### src/verilog/lwm_regs.svh
`ifndef LWM_REGS_SVH
`define LWM_REGS_SVH
`define LWM_NOLOAD_TRIP 1'b0
`define LWM_NOLOAD_WARN 1'b1
`define LWM_CUR_W 16
`define LWM_VAL_W 32
`define LWM_NWARN 8
`define LWM_VAL_MAX 32'sd999999999
`define LWM_VAL_MIN (-32'sd999999999)
`define LWM_BLINK_NS 250000000
`define LWM_CLK_NS 10
`define LWM_BLINK_CYC (`LWM_BLINK_NS / `LWM_CLK_NS)
`define LWM_W_ILO 0
`define LWM_W_IHI 1
`define LWM_W_FLO 2
`define LWM_W_FHI 3
`define LWM_W_RLO 4
`define LWM_W_RHI 5
`define LWM_W_BLO 6
`define LWM_W_BHI 7
`endif

### src/verilog/lwm_pkg.sv
package lwm_pkg;
  typedef enum logic [1:0] {
    LWM_STOPPED = 2'b00,
    LWM_RAMPING = 2'b01,
    LWM_ACTIVE = 2'b10
  } lwm_state_t;
endpackage

### src/verilog/lwm_monitor.sv
`timescale 1ns/1ps
`include "lwm_regs.svh"
module lwm_monitor import lwm_pkg::*; #(
  parameter int unsigned BLINK_CYC = `LWM_BLINK_CYC
) (
  // Clock and reset
  input wire logic i_mclk,
  input wire logic i_rstn,
  // Drive state
  input wire logic i_running,
  input wire logic i_stop_cmd,
  input wire logic i_at_reference,
  input wire logic i_remote_ref_sel,
  input wire logic i_noload_action,
  // Measurements
  input wire logic [`LWM_CUR_W-1:0] i_motor_current,
  input wire logic [`LWM_CUR_W-1:0] i_output_freq,
  input wire logic signed [`LWM_VAL_W-1:0] i_remote_ref,
  input wire logic signed [`LWM_VAL_W-1:0] i_result_ref,
  input wire logic signed [`LWM_VAL_W-1:0] i_feedback,
  // Limits
  input wire logic [`LWM_CUR_W-1:0] i_max_current,
  input wire logic [`LWM_CUR_W-1:0] low_current_limit,
  input wire logic [`LWM_CUR_W-1:0] high_current_limit,
  input wire logic [`LWM_CUR_W-1:0] i_low_freq_limit,
  input wire logic [`LWM_CUR_W-1:0] high_frequency_limit,
  input wire logic signed [`LWM_VAL_W-1:0] low_reference_limit,
  input wire logic signed [`LWM_VAL_W-1:0] high_reference_limit,
  input wire logic signed [`LWM_VAL_W-1:0] low_feedback_limit,
  input wire logic signed [`LWM_VAL_W-1:0] high_feedback_limit,
  // Routing masks
  input wire logic [`LWM_NWARN-1:0] i_route_sig,
  input wire logic [`LWM_NWARN-1:0] i_route_relay,
  // Results
  output logic [`LWM_NWARN-1:0] o_warn,
  output logic [`LWM_NWARN-1:0] o_warn_flash,
  output logic o_sig_out,
  output logic o_relay_out,
  output logic o_trip,
  output logic o_monitor_en,
  output logic o_limit_err
);

  lwm_state_t state_r;
  lwm_state_t state_nxt;
  logic [`LWM_NWARN-1:0] raw;
  logic [`LWM_NWARN-1:0] warn_nxt;
  logic [`LWM_NWARN-1:0] warn_r;
  logic [`LWM_NWARN-1:0] warn_flash_r;
  logic trip_r;
  logic blink_r;
  logic [31:0] blink_cnt_r;
  logic enable;
  logic [15:0] cur_lo;
  logic [15:0] cur_hi;
  logic signed [31:0] ref_lo;
  logic signed [31:0] ref_hi;
  logic signed [31:0] fb_lo;
  logic signed [31:0] fb_hi;
  logic lim_bad;

  always_comb begin
    cur_hi = high_current_limit;
    if (cur_hi > i_max_current) begin
      cur_hi = i_max_current;
    end
    cur_lo = low_current_limit;
    if (cur_lo > cur_hi) begin
      cur_lo = cur_hi;
    end
  end

  always_comb begin
    ref_hi = high_reference_limit;
    ref_lo = low_reference_limit;
    fb_hi = high_feedback_limit;
    fb_lo = low_feedback_limit;
    if (ref_hi > `LWM_VAL_MAX) ref_hi = `LWM_VAL_MAX;
    if (fb_hi > `LWM_VAL_MAX) fb_hi = `LWM_VAL_MAX;
    if (ref_lo < `LWM_VAL_MIN) ref_lo = `LWM_VAL_MIN;
    if (fb_lo < `LWM_VAL_MIN) fb_lo = `LWM_VAL_MIN;
    if (ref_lo > ref_hi) ref_lo = ref_hi;
    if (fb_lo > fb_hi) fb_lo = fb_hi;
  end

  assign lim_bad = (high_current_limit > i_max_current) ||
                   (low_current_limit > high_current_limit) ||
                   (low_reference_limit > high_reference_limit) ||
                   (low_feedback_limit > high_feedback_limit) ||
                   (high_reference_limit > `LWM_VAL_MAX) ||
                   (low_reference_limit < `LWM_VAL_MIN) ||
                   (high_feedback_limit > `LWM_VAL_MAX) ||
                   (low_feedback_limit < `LWM_VAL_MIN);

  always_comb begin
    state_nxt = state_r;
    case (state_r)
      LWM_STOPPED: begin
        if (i_running && !i_stop_cmd) state_nxt = LWM_RAMPING;
      end
      LWM_RAMPING: begin
        if (!i_running) state_nxt = LWM_STOPPED;
        else if (!i_stop_cmd && i_at_reference) state_nxt = LWM_ACTIVE;
      end
      LWM_ACTIVE: begin
        if (!i_running) state_nxt = LWM_STOPPED;
        else if (i_stop_cmd) state_nxt = LWM_RAMPING;
      end
      default: state_nxt = LWM_STOPPED;
    endcase
  end

  always_ff @(posedge i_mclk) begin
    if (!i_rstn) state_r <= LWM_STOPPED;
    else state_r <= state_nxt;
  end

  // Gate also on live inputs so a stop suppresses at once
  assign enable = (state_r == LWM_ACTIVE) && i_running && !i_stop_cmd;

  always_comb begin
    raw = '0;
    raw[`LWM_W_ILO] = i_motor_current < cur_lo;
    raw[`LWM_W_IHI] = i_motor_current > cur_hi;
    raw[`LWM_W_FLO] = i_output_freq < i_low_freq_limit;
    raw[`LWM_W_FHI] = i_output_freq > high_frequency_limit;
    raw[`LWM_W_RLO] = i_remote_ref_sel && (i_remote_ref < ref_lo);
    raw[`LWM_W_RHI] = i_remote_ref_sel && (i_result_ref > ref_hi);
    raw[`LWM_W_BLO] = i_feedback < fb_lo;
    raw[`LWM_W_BHI] = i_feedback > fb_hi;
  end

  // low current is a warning only in warn mode
  always_comb begin
    warn_nxt = enable ? raw : '0;
    if (i_noload_action == `LWM_NOLOAD_TRIP) warn_nxt[`LWM_W_ILO] = 1'b0;
  end

  always_ff @(posedge i_mclk) begin
    if (!i_rstn) warn_r <= '0;
    else warn_r <= warn_nxt;
  end

  always_ff @(posedge i_mclk) begin
    if (!i_rstn) trip_r <= 1'b0;
    else if (enable && raw[`LWM_W_ILO] &&
             i_noload_action == `LWM_NOLOAD_TRIP) trip_r <= 1'b1;
  end

  // Slow blink so the display flash is visible
  always_ff @(posedge i_mclk) begin
    if (!i_rstn) begin
      blink_cnt_r <= '0;
      blink_r <= 1'b0;
    end else if (blink_cnt_r >= BLINK_CYC - 1) begin
      blink_cnt_r <= '0;
      blink_r <= ~blink_r;
    end else begin
      blink_cnt_r <= blink_cnt_r + 32'd1;
    end
  end

  always_ff @(posedge i_mclk) begin
    if (!i_rstn) warn_flash_r <= '0;
    else warn_flash_r <= warn_nxt & {`LWM_NWARN{~blink_r}};
  end

  always_ff @(posedge i_mclk) begin
    if (!i_rstn) begin
      o_sig_out <= 1'b0;
      o_relay_out <= 1'b0;
    end else begin
      o_sig_out <= |(warn_nxt & i_route_sig);
      o_relay_out <= |(warn_nxt & i_route_relay);
    end
  end

  always_ff @(posedge i_mclk) begin
    if (!i_rstn) begin
      o_monitor_en <= 1'b0;
      o_limit_err <= 1'b0;
    end else begin
      o_monitor_en <= enable;
      o_limit_err <= lim_bad;
    end
  end

  assign o_warn = warn_r;
  assign o_warn_flash = warn_flash_r;
  assign o_trip = trip_r;
endmodule

### config.mk
export PLATFORM = sky130hd
export DESIGN_NAME = lwm_monitor
export DESIGN_NICKNAME = d
export VERILOG_FILES = /design/src/verilog/lwm_pkg.sv /design/src/verilog/lwm_monitor.sv
export VERILOG_INCLUDE_DIRS = /design/src /design/src/verilog
export SDC_FILE = /design/constraint.sdc
export NUM_CORES = 1
export LEC_CHECK = 0
export ABC_AREA = 1
export BUFFER_PORTS_ARGS = -buffer_cell sky130_fd_sc_hd__buf_4
export CORE_ASPECT_RATIO = 0.5
export CORE_MARGIN = 2
export CORE_UTILIZATION = 59
export DETAILED_ROUTE_END_ITERATION = 10
export PLACE_DENSITY = 0.95
export SLEW_MARGIN = 20
export SYNTH_ARGS = -nofsm -noshare
export SYNTH_HDL_FRONTEND = slang
export SYNTH_SLANG_ARGS = --single-unit
### constraint.sdc
create_clock -name i_mclk -period 8.7 [get_ports i_mclk]
set_input_delay 1.74 -clock i_mclk [delete_from_list [all_inputs] [get_ports i_mclk]]
set_output_delay 1.74 -clock i_mclk [all_outputs]
set_load 0.05 [all_outputs]
==> flow_metrics.tcl <==
set metrics [dict create \
    setup_viol 0 \
    antenna_left 0 \
    synth_mux_area_share_pct 0 \
    synthAdderAreaFrac_pct 34.85 \
    hold_viol 0 \
    die_h_microns 109.5 \
    dieWidth_microns 215.0 \
    cts_resized 0 \
    initialDrtViolationCount 1165 \
    rows 38 \
    end_kind "register" \
    start_util_pct 60.34 \
    fillers 1679 \
    rsz0062_at_grt "false" \
    wire_per_inst_microns 15.63 \
    cts_max_path_buffers 2 \
    cts_hold_buffers 0 \
    io_buffers 379 \
    r2r_slack_ns 5.96 \
    postSynthAreaPerCell_sq_um 6.403 \
    post_cts_buffers 0 \
    viasPerCell 5.636 \
    crit_path_max_fanout 63 \
    vias 15320 \
    critical-path-slowest-cell "ha_1" \
    cpMostUsedCell "nand2_1" \
    final.setup_skew_ns 0.007852 \
    dp_slack_ns 1.044 \
    clkLatencyLatePin_ns 0.30 \
    seq_area_frac_synth_pct 8.533 \
    ios 380 \
    synth-main-ff-cell "dfxtp_1" \
    drv_cap 0 \
    track_usage_pct 35.07 \
    drtPass1Iterations 5 \
    antenna_found_initial 4 \
    synthXorXnorAreaFrac_pct 0.5333 \
    ir_worst_vdd_mv 0.08311 \
    fin_crit_sh_pct 86.77 \
    route.detailed.drc 0 \
    fin_crit_ns 7.549 \
    max-slew-margin-rel_pct 40.89 \
    cts.sink_count 56 \
    min_path_type "register to register" \
    layout-drive-gt1-share_pct 18.30 \
    tritoncts "built" \
    grtUsageMet1_pct 42.55 \
    gp_congestion 1.037 \
    cp-start-kind "input pin" \
    use_met2_pct 62.62 \
    syn_inst 2052 \
    synth-compound-area-share_pct 17.45 \
    async_reset_ff_share_pct 0 \
    dp_hpwl_mm 37.40 \
    r2r_cells 12 \
    grt_max_degree 64 \
    status "complete, no violations" \
    grt_pass1_vias 14640 \
    cts_buffers 5 \
    fmax_ghz 0.1325 \
    synth_cell_types 57 \
    ys_seq_elements 56 \
    core_area_sq_um 21780 \
    routed_wl_mm 42.51 \
    fin_nets 3139 \
    worstMarginPinSlew_ns 0.8866 \
    cp_data_required_time_ns 8.88 \
    area_growth_pct 25.11 \
    grt-ovfl-total 0 \
    maxSlewViolCount 0 \
    die-area_sq_um 23550 \
    setup_tns_ns 0 \
    synth_top_family_by_area "adder cells" \
    synth_simple_gate_area_share_pct 27.68 \
    yosysWarningCount 0 \
    multi_input_area_sq_um 10610 \
    cts-htree-levels 2 \
    worstHoldPathCells 2 \
    grt_pass1_wl_mm 67.98 \
    clock-root-buffer "clkbuf_16" \
    critPathKind "input pin to register" \
    holdWs_ns 0.4713 \
    synthesis.area_sq_um 13140 \
    p_per_area_nw_per_um2 85.42 \
    arrival_ns 7.73 \
    clk_pin_slew_ns 0.07 \
    max_stage_delay_ns 0.72 \
    grtUsageMet3_pct 4.703 \
    register_area_sq_um 1121 \
    layout_setup_ws_ns 1.151 \
    p_leak_nw 9.259 \
    synth_edf_count 0 \
    top_usage_layer "met2" \
    total_power_mw 1.404 \
]
## through the flow
stage / utilization (%) / area [sq um] / cells
finish: 75.49 / 16440 / 2719
global route: 75.48 / 16440 / 2718
CTS: 75.44 / 16430 / 2715
detailed placement: 74.78 / 16280 / 2707
global placement: 74.78 / 16280 / 2707
floorplan: - / 13160 / 2058
## sequential cells by signal (all words and copies together) (netlist names)
signal        flops
state_r           2
o_warn            8
o_sig_out         1
o_limit_err       1
o_trip            1
blink_r           1
o_warn_flash      8
o_monitor_en      1
o_relay_out       1
blink_cnt_r      32
## logic make-up after synthesis
logic type / Yosys count
AND/OR/NAND/NOR: 831
AO/OA/AOI/OAI: 408
buffers and inverters: 382
adder cells (fa/ha/maj): 366
flip-flops: 56
XOR/XNOR: 8
other: 1
## worst max-delay path, delay by kind of cell
family	cells	cell delay [ns]
simple gates	15	2.09
compound gates	9	2.14
buf+inv	3	0.44
fa+ha+maj	3	1.27
## report_power, final
part | switching [mW] | internal [mW] | total [mW]
clock | 0.0933 | 0.108 | 0.201
combinational | 0.543 | 0.399 | 0.943
sequential | 0.00180 | 0.259 | 0.261
## synthesized netlist by cell type (4+ instances only)
cell type  instances  area share [%]
a211oi_1          16            0.91
a21oi_1          207             7.9
a31o_2             4            0.27
a31oi_1            5            0.24
buf_1              5            0.14
clkbuf_1          27            0.77
dfxtp_1           56             8.5
ha_1             366              35
inv_1            339             9.7
inv_2              8            0.23
nand2_1          431              12
nand2_2            8            0.38
nand3_1           64             2.4
nand3_2            6            0.46
nand4_1           54             2.6
nor2_1           183             5.2
nor2_2             4            0.19
nor3_1            36             1.4
nor3b_1            4            0.23
nor4_1            14            0.67
o2111ai_1          4            0.27
o211ai_1          13            0.74
o21a_1            11            0.63
o21ai_0          111             4.2
o21ai_1            7            0.27
o21bai_1           4            0.23
o221ai_1           5            0.33
or2_2              9            0.43
xnor2_1            5            0.33
## placed cells by master, fill, tap and decap left out, types with 4 or more instances in the layout
| cell | instances |
|---|---|
| clkbuf_16 | 5 |
| nand4_1 | 54 |
| conb_1 | 7 |
| o211ai_1 | 13 |
| o2111ai_1 | 4 |
| nand3_1 | 64 |
| a31o_2 | 4 |
| or2_2 | 9 |
| a211oi_1 | 16 |
| nand3_2 | 6 |
| nand2_2 | 8 |
| nor3b_1 | 4 |
| a31oi_1 | 5 |
| nor3_1 | 36 |
| buf_4 | 382 |
| nor4_1 | 14 |
| a21oi_1 | 206 |
| o21bai_1 | 4 |
| inv_1 | 339 |
| diode_2 | 4 |
| o21ai_1 | 7 |
| o21a_1 | 11 |
| o21ai_0 | 111 |
| ha_1 | 366 |
| xnor2_1 | 5 |
| o221ai_1 | 5 |
| nor2_1 | 183 |
| inv_2 | 8 |
| dfxtp_1 | 56 |
| nor2_2 | 4 |
| nand2_1 | 431 |
## layout make-up
class / count / share of cell area (%)
Inverter: 349 / 7.969
Sequential cell: 56 / 6.820
Clock inverter: 2 / 0.09895
Clock buffer: 6 / 0.7840
Timing Repair Buffer: 382 / 17.45
Tap cell: 300 / 2.283
Antenna cell: 4 / 0.06089
Multi-Input combinational cell: 1620 / 64.54
## metal layers
| layer | wire (microns) | part of all wire [%] |
|---|---|---|
| met5 | 0 | 0 |
| met4 | 1991 | 4.7 |
| met3 | 2867 | 6.7 |
| met2 | 19530 | 46 |
| met1 | 18120 | 43 |
## worst paths after layout
kind	from	to
min	blink_cnt_r[14]$_SDFF_PP0_	blink_cnt_r[14]$_SDFF_PP0_
max	low_reference_limit[5]	o_sig_out$_SDFF_PN0_
min reg2reg	blink_cnt_r[14]$_SDFF_PP0_	blink_cnt_r[14]$_SDFF_PP0_
max reg2reg	blink_cnt_r[0]$_SDFF_PP0_	blink_cnt_r[21]$_SDFF_PP0_
No activity file was read; power rests on OpenSTA's default activity.
